$ cat src/rtl/sat_cfg.svh
`ifndef SAT_CFG_SVH
`define SAT_CFG_SVH

// Register byte offsets on the APB window.
`define SAT_OFF_CTRL        12'h000
`define SAT_OFF_STATUS      12'h004
`define SAT_OFF_TXBUF       12'h008
`define SAT_OFF_RXBUF       12'h00C
`define SAT_OFF_DIV         12'h010

// Control register layout: the low bits carry the control struct.
`define SAT_CTRL_WIDTH      9
`define SAT_CTRL_RESET      9'h000

// Status register bit positions.
`define SAT_ST_TXFLAG       0
`define SAT_ST_SHIFT_IDLE   1
`define SAT_ST_RXFLAG       2
`define SAT_ST_RXFULL       3
`define SAT_ST_OVERRUN      4

// Character and divider widths and reset values.
`define SAT_CHAR_WIDTH      9
`define SAT_DIV_WIDTH       16
`define SAT_DIV_RESET       16'h0019

// Bits left after the start bit: data bits plus one stop bit; the receive values count data bits only.
`define SAT_TX_LEFT8        4'h9
`define SAT_TX_LEFT9        4'hA
`define SAT_RX_BITS8        4'h8
`define SAT_RX_BITS9        4'h9

`endif

$ cat src/rtl/sat_pkg.sv
package sat_pkg;

   // Bit 0 is serial_port_enable, bit 8 is transmit_interrupt_enable.
   typedef struct packed {
      logic transmit_interrupt_enable;
      logic wide_divider;
      logic continuous_receive_enable;
      logic single_receive_enable;
      logic line_polarity_select;
      logic nine_bit;
      logic sync_mode;
      logic transmit_enable;
      logic serial_port_enable;
   } sat_ctrl_type;

   typedef enum logic [1:0] {
      SAT_TX_IDLE  = 2'h0,
      SAT_TX_SHIFT = 2'h1
   } sat_tx_state_type;

   typedef enum logic [1:0] {
      SAT_RX_IDLE  = 2'h0,
      SAT_RX_LEAD  = 2'h1,
      SAT_RX_TRAIL = 2'h3
   } sat_rx_state_type;

   typedef struct packed {
      sat_ctrl_type     ctrl;
      logic [15:0]      div;
      logic [8:0]       tx_buf;
      logic             tx_buf_full;
      sat_tx_state_type tx_state;
      logic [9:0]       tx_shift;
      logic [3:0]       tx_left;
      logic             tx_line;
      logic             txflag;
      logic             txflag_hold;
      sat_rx_state_type rx_state;
      logic [8:0]       rx_shift;
      logic [3:0]       rx_count;
      logic             overrun;
      logic             clock_pin;
      logic [31:0]      rdata;
   } sat_core_type;

endpackage

$ cat src/rtl/sat_baud.sv
`timescale 1ns/10ps
`include "sat_cfg.svh"

// Bit-rate divider: one tick every divisor+1 clocks (only its low byte unless wide), phase reset by restart.
module sat_baud #(
   parameter int WIDTH = `SAT_DIV_WIDTH
) (
   input  wire logic             pclk,
   input  wire logic             presetn,
   input  wire logic             restart,
   input  wire logic             wide,
   input  wire logic [WIDTH-1:0] divisor,
   output logic                  tick
);

   typedef struct packed {
      logic [WIDTH-1:0] count;
   } sat_baud_state_type;

   sat_baud_state_type s;
   sat_baud_state_type next_s;
   logic [WIDTH-1:0]   limit;

   always_comb begin
      next_s = s;
      limit  = wide ? divisor : {{(WIDTH-8){1'b0}}, divisor[7:0]};
      if (restart || s.count >= limit) begin
         next_s.count = '0;
      end else begin
         next_s.count = s.count + 1'b1;
      end
   end

   always_ff @(posedge pclk or negedge presetn) begin
      if (!presetn) begin
         s <= '0;
      end else begin
         s <= next_s;
      end
   end

   assign tick = (s.count >= limit);

endmodule

$ cat src/rtl/sat_rx_fifo.sv
`timescale 1ns/10ps

// Small receive FIFO; a push into a full FIFO without a pop in the same cycle is dropped and reported.
module sat_rx_fifo #(
   parameter int WIDTH = 9,
   parameter int DEPTH = 2
) (
   input  wire logic             pclk,
   input  wire logic             presetn,
   input  wire logic             push,
   input  wire logic [WIDTH-1:0] push_data,
   input  wire logic             pop,
   output logic [WIDTH-1:0]      head,
   output logic                  empty,
   output logic                  full,
   output logic                  dropped
);

   localparam int PW = (DEPTH > 1) ? $clog2(DEPTH) : 1;
   localparam int CW = $clog2(DEPTH + 1);

   typedef struct packed {
      logic [DEPTH-1:0][WIDTH-1:0] mem;
      logic [PW-1:0]               rd;
      logic [PW-1:0]               wr;
      logic [CW-1:0]               count;
   } sat_fifo_state_type;

   sat_fifo_state_type s;
   sat_fifo_state_type next_s;
   logic               do_pop;
   logic               do_push;

   always_comb begin
      next_s  = s;
      do_pop  = pop && (s.count != '0);
      do_push = push && ((s.count != CW'(DEPTH)) || do_pop);
      if (do_pop) begin
         next_s.rd = (s.rd == PW'(DEPTH - 1)) ? '0 : s.rd + 1'b1;
      end
      if (do_push) begin
         next_s.mem[s.wr] = push_data;
         next_s.wr = (s.wr == PW'(DEPTH - 1)) ? '0 : s.wr + 1'b1;
      end
      if (do_push && !do_pop) begin
         next_s.count = s.count + 1'b1;
      end else if (do_pop && !do_push) begin
         next_s.count = s.count - 1'b1;
      end
   end

   always_ff @(posedge pclk or negedge presetn) begin
      if (!presetn) begin
         s <= '0;
      end else begin
         s <= next_s;
      end
   end

   assign head    = s.mem[s.rd];
   assign empty   = (s.count == '0);
   assign full    = (s.count == CW'(DEPTH));
   assign dropped = push && !do_push;

endmodule

$ cat src/rtl/sat_core.sv
// Contract
// - Idle transmit line rests at mark, a logic one.
// - Frame is start space, eight or nine data bits, mark stop bit.
// - Every transmitted bit lasts exactly one baud period.
// - Baud timing from a divider, 8-bit or 16-bit wide.
// - Data bits travel least significant bit first, both directions.
// - Transmitter and receiver independent, shared format and rate, no parity.
// - Shift register loads only from the buffer, invisible to software.
// - Async transmit runs only with transmit, port enable set, sync clear.
// - Port enable alone makes the clock/transmit pin an output.
// - Buffer-empty flag sets as soon as transmit enable is set.
// - Buffer write starts sending; idle shift register loads immediately.
// - Busy shifter: buffer waits until stop bit ends, then start follows.
// - Async polarity select zero gives high-true line, one inverts it.
// - Flag set when enabled with empty buffer, else clear.
// - Flag reflects a buffer write from the second cycle after it.
// - Flag read-only, independent of the interrupt enable gating.
// - Synchronous master receive never drives the data pin.
// - Single receive clocks one character then clears itself.
// - Continuous receive clocks until cleared; clearing discards partial data.
// - Data pin sampled on trailing edge of generated clock.
// - Completed character enters two-entry FIFO and raises receive flag.
// - Receive enables take priority over transmit in synchronous mode.
//
// The register offsets and the APB slave port were decided locally.
`timescale 1ns/10ps
`include "sat_cfg.svh"

module sat_core #(
   parameter int FIFO_DEPTH = 2,
   parameter int DIV_WIDTH  = `SAT_DIV_WIDTH
) (
   input  wire logic        pclk,
   input  wire logic        presetn,
   input  wire logic [11:0] paddr,
   input  wire logic        psel,
   input  wire logic        penable,
   input  wire logic        pwrite,
   input  wire logic [31:0] pwdata,
   output logic      [31:0] prdata,
   output logic             pready,
   output logic             pslverr,
   output logic             transmit_clock_pin_o,
   output logic             transmit_clock_pin_oe,
   input  wire logic        receive_data_pin_i,
   output logic             receive_data_pin_o,
   output logic             receive_data_pin_oe,
   output logic             transmit_request
);

   sat_pkg::sat_core_type s;
   sat_pkg::sat_core_type next_s;

   logic                           setup;
   logic                           access;
   logic                           mapped;
   logic                           tx_on;
   logic                           rx_on;
   logic                           tx_load;
   logic                           tx_tick;
   logic                           rx_tick;
   logic                           rx_push;
   logic [`SAT_CHAR_WIDTH-1:0]     rx_char;
   logic [3:0]                     rx_bits;
   logic [3:0]                     rx_next_count;
   logic                           rx_pop;
   logic [`SAT_CHAR_WIDTH-1:0]     rx_head;
   logic                           rx_empty;
   logic                           rx_full;
   logic                           rx_dropped;
   logic [31:0]                    status_word;

   // The transmitter has its own divider so that a load restarts the bit phase.
   sat_baud #(
      .WIDTH   (DIV_WIDTH)
   ) u_tx_baud (
      .pclk    (pclk),
      .presetn (presetn),
      .restart (tx_load || !tx_on),
      .wide    (s.ctrl.wide_divider),
      .divisor (s.div),
      .tick    (tx_tick)
   );

   sat_baud #(
      .WIDTH   (DIV_WIDTH)
   ) u_rx_baud (
      .pclk    (pclk),
      .presetn (presetn),
      .restart (!rx_on),
      .wide    (s.ctrl.wide_divider),
      .divisor (s.div),
      .tick    (rx_tick)
   );

   sat_rx_fifo #(
      .WIDTH     (`SAT_CHAR_WIDTH),
      .DEPTH     (FIFO_DEPTH)
   ) u_rx_fifo (
      .pclk      (pclk),
      .presetn   (presetn),
      .push      (rx_push),
      .push_data (rx_char),
      .pop       (rx_pop),
      .head      (rx_head),
      .empty     (rx_empty),
      .full      (rx_full),
      .dropped   (rx_dropped)
   );

   always_comb begin
      setup  = psel && !penable;
      access = psel && penable;
      mapped = 1'b0;
      if (paddr == `SAT_OFF_CTRL) begin
         mapped = 1'b1;
      end else if (paddr == `SAT_OFF_STATUS) begin
         mapped = 1'b1;
      end else if (paddr == `SAT_OFF_TXBUF) begin
         mapped = 1'b1;
      end else if (paddr == `SAT_OFF_RXBUF) begin
         mapped = 1'b1;
      end else if (paddr == `SAT_OFF_DIV) begin
         mapped = 1'b1;
      end
   end

   assign pready  = 1'b1;
   assign pslverr = access && !mapped;
   assign prdata  = s.rdata;

   // Reading the receive buffer in the access phase retires the oldest entry.
   assign rx_pop = access && !pwrite && (paddr == `SAT_OFF_RXBUF);

   always_comb begin
      status_word = 32'h0000_0000;
      status_word[`SAT_ST_TXFLAG]     = s.txflag;
      status_word[`SAT_ST_SHIFT_IDLE] = (s.tx_state == sat_pkg::SAT_TX_IDLE);
      status_word[`SAT_ST_RXFLAG]     = !rx_empty;
      status_word[`SAT_ST_RXFULL]     = rx_full;
      status_word[`SAT_ST_OVERRUN]    = s.overrun;
   end

   always_comb begin
      next_s        = s;
      tx_load       = 1'b0;
      rx_push       = 1'b0;
      rx_char       = '0;
      rx_next_count = s.rx_count + 4'h1;
      tx_on = s.ctrl.serial_port_enable && s.ctrl.transmit_enable
              && !s.ctrl.sync_mode;
      // In synchronous mode only the receive enables run the engine.
      rx_on = s.ctrl.serial_port_enable && s.ctrl.sync_mode
              && (s.ctrl.single_receive_enable
                  || s.ctrl.continuous_receive_enable);
      rx_bits = s.ctrl.nine_bit ? `SAT_RX_BITS9 : `SAT_RX_BITS8;

      // Asynchronous transmitter.
      if (!tx_on) begin
         next_s.tx_state = sat_pkg::SAT_TX_IDLE;
         next_s.tx_line  = 1'b1;
      end else begin
         case (s.tx_state)
            sat_pkg::SAT_TX_IDLE: begin
               tx_load = s.tx_buf_full;
            end
            sat_pkg::SAT_TX_SHIFT: begin
               if (tx_tick) begin
                  if (s.tx_left == 4'h0) begin
                     // Stop bit done: a waiting character follows at once.
                     next_s.tx_state = sat_pkg::SAT_TX_IDLE;
                     next_s.tx_line  = 1'b1;
                     tx_load         = s.tx_buf_full;
                  end else begin
                     next_s.tx_line  = s.tx_shift[0];
                     next_s.tx_shift = {1'b1, s.tx_shift[9:1]};
                     next_s.tx_left  = s.tx_left - 4'h1;
                  end
               end
            end
            default: begin
               next_s.tx_state = sat_pkg::SAT_TX_IDLE;
            end
         endcase
      end

      if (tx_load) begin
         // The shifter is filled from the buffer and nowhere else.
         next_s.tx_state    = sat_pkg::SAT_TX_SHIFT;
         next_s.tx_line     = 1'b0;
         next_s.tx_buf_full = 1'b0;
         if (s.ctrl.nine_bit) begin
            next_s.tx_shift = {1'b1, s.tx_buf};
            next_s.tx_left  = `SAT_TX_LEFT9;
         end else begin
            next_s.tx_shift = {2'b11, s.tx_buf[7:0]};
            next_s.tx_left  = `SAT_TX_LEFT8;
         end
      end

      // Synchronous master receiver.
      if (!rx_on) begin
         // Dropping the enables parks the clock and throws away partial bits.
         next_s.rx_state = sat_pkg::SAT_RX_IDLE;
         next_s.rx_count = 4'h0;
      end else begin
         case (s.rx_state)
            sat_pkg::SAT_RX_IDLE: begin
               if (rx_tick) begin
                  next_s.rx_state = sat_pkg::SAT_RX_LEAD;
               end
            end
            sat_pkg::SAT_RX_LEAD: begin
               if (rx_tick) begin
                  next_s.rx_state = sat_pkg::SAT_RX_TRAIL;
                  next_s.rx_shift = {receive_data_pin_i, s.rx_shift[8:1]};
                  next_s.rx_count = rx_next_count;
                  if (rx_next_count == rx_bits) begin
                     rx_push         = 1'b1;
                     next_s.rx_count = 4'h0;
                     // Single receive ends itself; continuous then carries on.
                     next_s.ctrl.single_receive_enable = 1'b0;
                  end
               end
            end
            sat_pkg::SAT_RX_TRAIL: begin
               if (rx_tick) begin
                  next_s.rx_state = sat_pkg::SAT_RX_LEAD;
               end
            end
            default: begin
               next_s.rx_state = sat_pkg::SAT_RX_IDLE;
            end
         endcase
      end

      // The first bit received sits lowest, whatever the character length.
      if (s.ctrl.nine_bit) begin
         rx_char = next_s.rx_shift;
      end else begin
         rx_char = {1'b0, next_s.rx_shift[8:1]};
      end

      // Software writes come last so that a written enable wins over hardware.
      next_s.txflag_hold = 1'b0;
      if (access && pwrite) begin
         if (paddr == `SAT_OFF_CTRL) begin
            next_s.ctrl = sat_pkg::sat_ctrl_type'(pwdata[`SAT_CTRL_WIDTH-1:0]);
         end else if (paddr == `SAT_OFF_DIV) begin
            next_s.div = pwdata[15:0];
         end else if (paddr == `SAT_OFF_TXBUF) begin
            next_s.tx_buf      = pwdata[8:0];
            next_s.tx_buf_full = 1'b1;
            next_s.txflag_hold = 1'b1;
         end else if (paddr == `SAT_OFF_STATUS) begin
            if (pwdata[`SAT_ST_OVERRUN]) begin
               next_s.overrun = 1'b0;
            end
         end
      end
      if (rx_dropped) begin
         next_s.overrun = 1'b1;
      end

      // The flag is not software writable and lags a buffer write by two cycles.
      if (!s.txflag_hold) begin
         next_s.txflag = s.ctrl.transmit_enable && !s.tx_buf_full;
      end

      // Pin level: data with polarity in async, generated clock in sync.
      if (next_s.ctrl.sync_mode) begin
         next_s.clock_pin = next_s.ctrl.line_polarity_select
                            ^ (next_s.rx_state == sat_pkg::SAT_RX_LEAD);
      end else begin
         next_s.clock_pin = next_s.tx_line ^ next_s.ctrl.line_polarity_select;
      end

      // Read data is captured in the setup phase and shown in the access phase.
      if (setup && !pwrite) begin
         if (paddr == `SAT_OFF_CTRL) begin
            next_s.rdata = {{(32-`SAT_CTRL_WIDTH){1'b0}}, s.ctrl};
         end else if (paddr == `SAT_OFF_STATUS) begin
            next_s.rdata = status_word;
         end else if (paddr == `SAT_OFF_TXBUF) begin
            next_s.rdata = {23'h000000, s.tx_buf};
         end else if (paddr == `SAT_OFF_RXBUF) begin
            next_s.rdata = {23'h000000, rx_empty ? 9'h000 : rx_head};
         end else if (paddr == `SAT_OFF_DIV) begin
            next_s.rdata = {16'h0000, s.div};
         end else begin
            next_s.rdata = 32'h0000_0000;
         end
      end
   end

   always_ff @(posedge pclk or negedge presetn) begin
      if (!presetn) begin
         s              <= '0;
         s.ctrl         <= `SAT_CTRL_RESET;
         s.div          <= `SAT_DIV_RESET;
         s.tx_line      <= 1'b1;
         s.clock_pin    <= 1'b1;
      end else begin
         s <= next_s;
      end
   end

   assign transmit_clock_pin_o  = s.clock_pin;
   assign transmit_clock_pin_oe = s.ctrl.serial_port_enable;
   // Only master receive is built here, so the data pin is never driven.
   assign receive_data_pin_o    = 1'b0;
   assign receive_data_pin_oe   = 1'b0;
   // The enable gates only the request, never the flag itself.
   assign transmit_request = s.txflag && s.ctrl.transmit_interrupt_enable;

endmodule

$ cat config.mk
export PLATFORM = sky130hd
export DESIGN_NAME = sat_core
export DESIGN_NICKNAME = d
export VERILOG_FILES = /design/src/rtl/sat_pkg.sv /design/src/rtl/sat_baud.sv /design/src/rtl/sat_rx_fifo.sv /design/src/rtl/sat_core.sv
export VERILOG_INCLUDE_DIRS = /design/src /design/src/rtl
export SDC_FILE = /design/constraint.sdc
export NUM_CORES = 1
export LEC_CHECK = 0
export BUFFER_PORTS_ARGS = -buffer_cell sky130_fd_sc_hd__clkbuf_2
export CAP_MARGIN = 25
export CORE_MARGIN = 3
export CORE_UTILIZATION = 55
export DETAILED_ROUTE_END_ITERATION = 12
export GPL_TIMING_DRIVEN = 0
export PLACE_DENSITY = 0.76
export SLEW_MARGIN = 10
export SYNTH_ARGS = -nofsm -noshare
export SYNTH_HDL_FRONTEND = slang
export SYNTH_SLANG_ARGS = --single-unit
$ cat constraint.sdc
create_clock -name pclk -period 4.35 [get_ports pclk]
set_input_delay 0.87 -clock pclk [delete_from_list [all_inputs] [get_ports pclk]]
set_output_delay 0.87 -clock pclk [all_outputs]
set_load 0.01 [all_outputs]
==> results of run 1 <==
registers in the layout (all words and copies together) (netlist names):
name and count:
transmit_clock_pin_oe 1, u_rx_baud.s 16, u_rx_fifo.s 22, transmit_clock_pin_o 1, prdata 16, s 68, u_tx_baud.s 16
final timing paths:
kind,end,cells past startpoint,slack [ps]
min in group pclk,prdata[9],2,480
hold / removal,prdata[3],1,370
setup reg to reg,u_rx_fifo.s[15],12,550
setup / recovery,u_rx_fifo.s[15],12,550
hold reg to reg,prdata[9],2,480
max in group asynchronous,u_rx_baud.s[4],2,3180
worst max-delay path: cells and delay by family, from the launching register on:
family	cells	cell delay, ps
compound gates	4	1100
mux	3	790
buf+inv	2	690
simple gates	2	530
flops	1	320
fa+ha+maj	1	260
metrics by stage:
stage	setup WS, ps	util, %	std cells
final	550.2	65.48	1022
after global routing	267.6	65.48	1022
after CTS	559.0	65.48	1022
after detailed placement	567.8	60.98	990
after global placement	259.6	60.70	989
after floorplan	1319	-	760
Yosys cell counts (3+ instances only):
library cell and number:
dfrtp_1 135, nand2_1 74, nor2_1 73, mux2_2 44
ha_1 40, nand3_1 40, buf_4 36, o21ai_0 35
inv_1 33, mux2i_1 27, xor2_1 24, a21oi_1 20
clkbuf_1 15, xnor2_1 15, a31oi_1 12, and3_1 10
nor3_1 8, nand2b_1 7, o211ai_1 6, a222oi_1 5
dfstp_2 5, nor2b_1 5, o21a_1 5, a211oi_1 4
a21o_1 4, buf_2 4, nand4_1 4, o22ai_1 4
nor3b_1 3, nor4_1 3, o221ai_1 3, or3_1 3
final cells by class:
cell class,instances,area (um2),area share [%]
buffer,57,365.4,4.180
inverter,33,123.9,1.417
timing repair buffer,54,301.5,3.450
clock buffer,18,429.2,4.911
tap,176,220.2,2.520
sequential,140,3510,40.16
multi-input combinational,530,3618,41.40
clock inverter,14,171.4,1.961
kinds of logic after synthesis:
kind of cell | Yosys count
XOR/XNOR | 39
multiplexers | 71
AO/OA/AOI/OAI | 109
flip-flops | 140
adder cells (fa/ha/maj) | 40
buffers and inverters | 90
AND/OR/NAND/NOR | 252
other | 2
power by group through the flow:
stage          combinational [mW]  clock (mW)  sequential [mW]
6_report                    0.107        1.46             1.31
3_3_place_gp                0.100           0             1.33
3_5_place_dp                0.108           0             1.33
4_1_cts                     0.108        1.49             1.31
5_1_grt                     0.118        1.56             1.31
2_1_floorplan              0.0455           0             1.33
layer usage:
layer  vias up  GRT usage [%]
li1       2718              -
met1      2836          32.93
met2       145          40.30
met3        17          5.947
met4         0          7.197
met5         -              0
==> metrics.csv, run 1 <==
metric,value,unit
"Slew Viols, Final",0,
via count,5716,
crit-path max cell delay,370,ps
Crit path top cell by count,mux2i_1,
pwr/cell area,329.6,nW/um2
clk_skew,10.52,ps
largest family of logic cells by synthesized area,simple AND/OR/NAND/NOR gates,
"most common cell after layout, fill and taps aside",dfrtp_1,
"commonest cells after routing, fill and taps aside","135 x dfrtp_1, 74 x nand2_1, 73 x nor2_1",
clk root buf,clkbuf_16,
CTS tree,built,
Yosys top cell area share,44.72,%
Final GP Congestion,0.9251,
top sig layer,met4,
"Cell Area, Synth",7553,um2
crit-path cells,clkbuf_1 -> nand2_1 -> ha_1 -> a211oi_1 -> o21ai_0 -> a221oi_1 -> o211a_1 -> nand3b_2 -> buf_2 -> mux2i_1 -> mux2i_1 -> mux2_2,
clk slew on worst S/H paths,60,ps
"Hold Violations, Final",0,
diodes inserted,0,
core box area,13350,um2
Logic pwr share,3.7,%
count of flip-flops with a built-in enable after synthesis,0,
DP HPWL,13.47,mm
max cap viols,0,
num rows,42,
ys flop type,dfrtp_1,
crit path DAT,4100,ps
Synth Register Bits,140,
Clock power frac,50.8,%
leading area contributor after synthesis,dfrtp_1,
Die Ht,123.2,um
met3 wire len,837,um
fin area,8740,um2
setup TNS,0,ps
synthesis-to-layout area growth,15.70,%
WS Path Type,reg -> reg,
H-tree lvl count,4,
Die Wd,123.2,um
vias in the first global route,5654,
maximum fanout along the worst path,10,
Post-Syn Instances,743,
Slowest cell on crit path,o211a_1,
DR pass1 iterations,5,
Tcrit/Tclk final,87.35,%
status,"finished, final reports clean",
pin count of the biggest net entering global routing,102,
adder-cell share of the synthesized area,6.626,%
wl on met1,7.857,mm
"Async S/R FF share, synth",100.0,%
post-synthesis mux area share,10.14,%
xor and xnor area share after synthesis,4.522,%
CTS Buffer Depth,2,
Psw,0.6317,mW
"Distinct cells, synth",61,
compound-cell area share of the yosys netlist,9.177,%
first-pass GRT wire length,28.71,mm
power share of the sequential group,45.5,%
Switching Fraction,21.93,%
Pint,2.249,mW
synthesized area per cell,10.17,um2
Synth warnings,0,
Worst-Skew Late Latency,420,ps
final hold slack,368.1,ps
Total Routing Usage GR,24.70,%
min Tclk post-route,3800,ps
DRC Markers,0,
Overall Power,2.881,mW
layout cells sized above 1,22.58,%
Top Ports,89,
fmax,263.2,MHz
1st-iter DRT viols,443,
FF-to-FF Start,s[101],
initial antenna violation count,1,
Max transition margin,29.80,%
RSZ-0062 raised after global routing,no,
# fillers,1031,
CP Launch Type,flop,
post-CTS setup buffer count,0,
length of routed met2 wiring,9.039,mm
final wirelength,17.94,mm
Placed Area,8139,um2
final antenna-violating net count,0,
TritonCTS Sinks,140,
Die ar.,15180,um2
Starting Density,56.59,%
Synth area leaders,"dfrtp_1 45%, ha_1 6.6%, mux2_2 6.6%, nand2_1 3.7%, nor2_1 3.6%",
port buffer count,53,
endpoint class of the critical path,flop,
worst hold path type,in -> async,
grt ovf,0,
worst endpoint required time,4650,ps
Critical Path Source,s[101],
Synth Area in Simple Gates,16.50,%
Leakage,4.286,nW
cts hold-fix bufs,0,
Num CTS Buffers,17,
Final Net Count,923,
Peak VDD IR,0.2801,mV
vias per cell,5.593,
Finish-stage setup viols,0,
number of gates resized after cts,0,
routed len/inst,17.56,um
post-synthesis sequential area ratio,46.46,%
worst slew pin tran,1043,ps
No activity file was read; power rests on OpenSTA's default activity.
==> inputs of run 2 (changes only) <==
==> constraint.sdc (replaced) <==
create_clock -name pclk -period 4.35 [get_ports pclk]
set_input_delay 0.2175 -clock pclk [delete_from_list [all_inputs] [get_ports pclk]]
set_output_delay 0.2175 -clock pclk [all_outputs]
set_load 0.01 [all_outputs]
==> metrics.csv, run 2 (same netlist as run 1, synthesis figures left out) <==
metric,value,unit,change
biggest regs,"s (68), u_rx_fifo.s (22)",,unchanged
vias per cell,5.597,,was 5.593
core box area,13350,um2,unchanged
status,"finished, final reports clean",,unchanged
Cells after DPL,990,,unchanged
Top Ports,89,,unchanged
layout cells sized above 1,22.55,%,was 22.58%
endpoint class of the critical path,flop,,unchanged
final antenna-violating net count,0,,unchanged
worst slew pin tran,1010,ps,was 1043 ps
CTS tree,built,,unchanged
FF-to-FF End,u_rx_fifo.s[15],,unchanged
register with the most flip-flops,s,,unchanged
met1 Use GR,32.93,%,unchanged
clk_skew,10.84,ps,was 10.52 ps
Die Wd,123.2,um,unchanged
RSZ-0062 raised after global routing,no,,unchanged
Worst-Skew Late Latency,420,ps,about the same
# fillers,1032,,was 1031
maximum fanout along the worst path,10,,unchanged
setup TNS,0,ps,unchanged
Slowest cell on crit path,clkbuf_1,,was o211a_1
Crit path max-delay family,compound AO/OA/AOI/OAI gates,,unchanged
port buffer count,53,,unchanged
Finished Layout Cells,1023,,was 1022
"commonest cells after routing, fill and taps aside","135 x dfrtp_1, 74 x nand2_1, 73 x nor2_1",,unchanged
"most common cell after layout, fill and taps aside",dfrtp_1,,unchanged
Die ar.,15180,um2,unchanged
max reg flops,68,,unchanged
Num CTS Buffers,17,,unchanged
DR pass1 iterations,5,,unchanged
crit-path max cell delay,370,ps,about the same
Starting Density,56.59,%,unchanged
synthesis-to-layout area growth,15.84,%,was 15.70%
Finish-stage setup viols,0,,unchanged
"Hold Violations, Final",0,,unchanged
CP Launch Type,flop,,unchanged
hold path depth,2,,
max cap viols,0,,unchanged
clk slew on worst S/H paths,60,ps,about the same
Tcrit/Tclk final,87.14,%,was 87.35%
Final Net Count,924,,was 923
num rows,42,,unchanged
Die Ht,123.2,um,unchanged
1st-iter DRT viols,432,,was 443
first-pass GRT wire length,28.71,mm,unchanged
area of the multi-input gates,3618,um2,unchanged
GR peak layer,met2,,unchanged
CTS Buffer Depth,2,,unchanged
Max transition margin,32.03,%,was 29.80%
vias in the first global route,5654,,unchanged
crit-path cells,clkbuf_1 -> nand2_1 -> ha_1 -> a211oi_1 -> o21ai_0 -> a221oi_1 -> o211a_1 -> nand3b_2 -> buf_2 -> mux2i_1 -> mux2i_1 -> mux2_2,,unchanged
Overall Power,2.885,mW,was 2.881 mW
global routing usage on met2,40.30,%,unchanged
Leakage,4.290,nW,was 4.286 nW
pwr/cell area,329.7,nW/um2,was 329.6 nW/um2
Reg2Reg Setup Slack,560,ps,was 550 ps
worst hold endpoint,s[89],,
worst path bufs/invs,2,,unchanged
Reg area,3510,um2,unchanged
grt ovf,0,,unchanged
number of gates resized after cts,0,,unchanged
pin count of the biggest net entering global routing,102,,unchanged
H-tree lvl count,4,,unchanged
final hold slack,34.68,ps,was 368.1 ps
via count,5726,,was 5716
"Slew Viols, Final",0,,unchanged
FF-to-FF Start,s[101],,unchanged
initial antenna violation count,1,,unchanged
fmax,263.8,MHz,was 263.2 MHz
worst endpoint required time,4650,ps,about the same
diodes inserted,0,,unchanged
Final GP Congestion,0.9251,,unchanged
Total Routing Usage GR,24.70,%,unchanged
DRC Markers,0,,unchanged
clk root buf,clkbuf_16,,unchanged
Peak VDD IR,0.2799,mV,was 0.2801 mV
routed len/inst,17.52,um,was 17.56 um
worst hold path type,in -> reg,,was in -> async
met3 Use GR,5.947,%,unchanged
final wirelength,17.92,mm,was 17.94 mm
DP HPWL,13.47,mm,unchanged
Crit path top cell by count,mux2i_1,,unchanged
Worst Reg-to-Reg Cells,12,,unchanged
crit path DAT,4090,ps,was 4100 ps
WS Path Type,reg -> reg,,unchanged
TritonCTS Sinks,140,,unchanged
min Tclk post-route,3791,ps,was 3800 ps
Worst Hold Launch,pwdata[11],,
[run 2: changes by cell type in the layout (fill, tap and decap cells not counted)]
cell | before | now
dlygate4sd3_1 | 0 | 1
[run 2: area by class of cell]
type	count	share of cell area, %
inverter	33	1.416
multi-input combinational	530	41.36
timing repair buffer	55	3.561
buffer	57	4.176
clock buffer	18	4.905
sequential	140	40.11
clock inverter	14	1.959
tap	176	2.517
[run 2: timing repair]
item	CTS	global route
hold endpoints to repair	39	0
setup buffers	0	0
hold buffers	1	0
[run 2: how the worst max path moves through the flow]
stage	startpoint	to	slack [ps]	cells after the start
6_report	s[101]	u_rx_fifo.s[15]	560	12
4_1_cts	s[101]	u_rx_fifo.s[11]	560	12
3_5_place_dp	s[101]	u_rx_fifo.s[15]	570	12
3_3_place_gp	s[101]	u_rx_fifo.s[7]	720	12
2_1_floorplan	s[101]	u_rx_fifo.s[10]	1320	12
5_1_grt	s[101]	u_rx_fifo.s[9]	270	12
[run 2: stage by stage]
step / util, % / area [um2] / setup WS (ps)
after floorplan: - / 7617 / 1319
after global placement: 60.70 / 8103 / 724.6
after detailed placement: 60.98 / 8139 / 567.8
after CTS: 65.55 / 8750 / 559.0
after global routing: 65.55 / 8750 / 267.6
final: 65.55 / 8750 / 559.3
[run 2: report_power, final]
| part | internal [mW] | switching [mW] | leakage [nW] |
|---|---|---|---|
| clock | 0.902 | 0.565 | 0.286 |
| sequential | 1.31 | 0.00264 | 1.87 |
| combinational | 0.0401 | 0.0674 | 2.13 |
[run 2: worst reg2reg max path: cells and delay by family (launching register included)]
kind,cells,cell delay [ps]
AO/OA/AOI/OAI,4,1060
adder cells (fa/ha/maj),1,270
buffers and inverters,2,700
flip-flops,1,320
multiplexers,3,790
AND/OR/NAND/NOR,2,540
[run 2: routing by layer]
metal	wire length (um)	up-vias
met1	7832	2831
li1	-	2719
met2	8998	157
met5	0	-
met3	881	19
met4	207	0
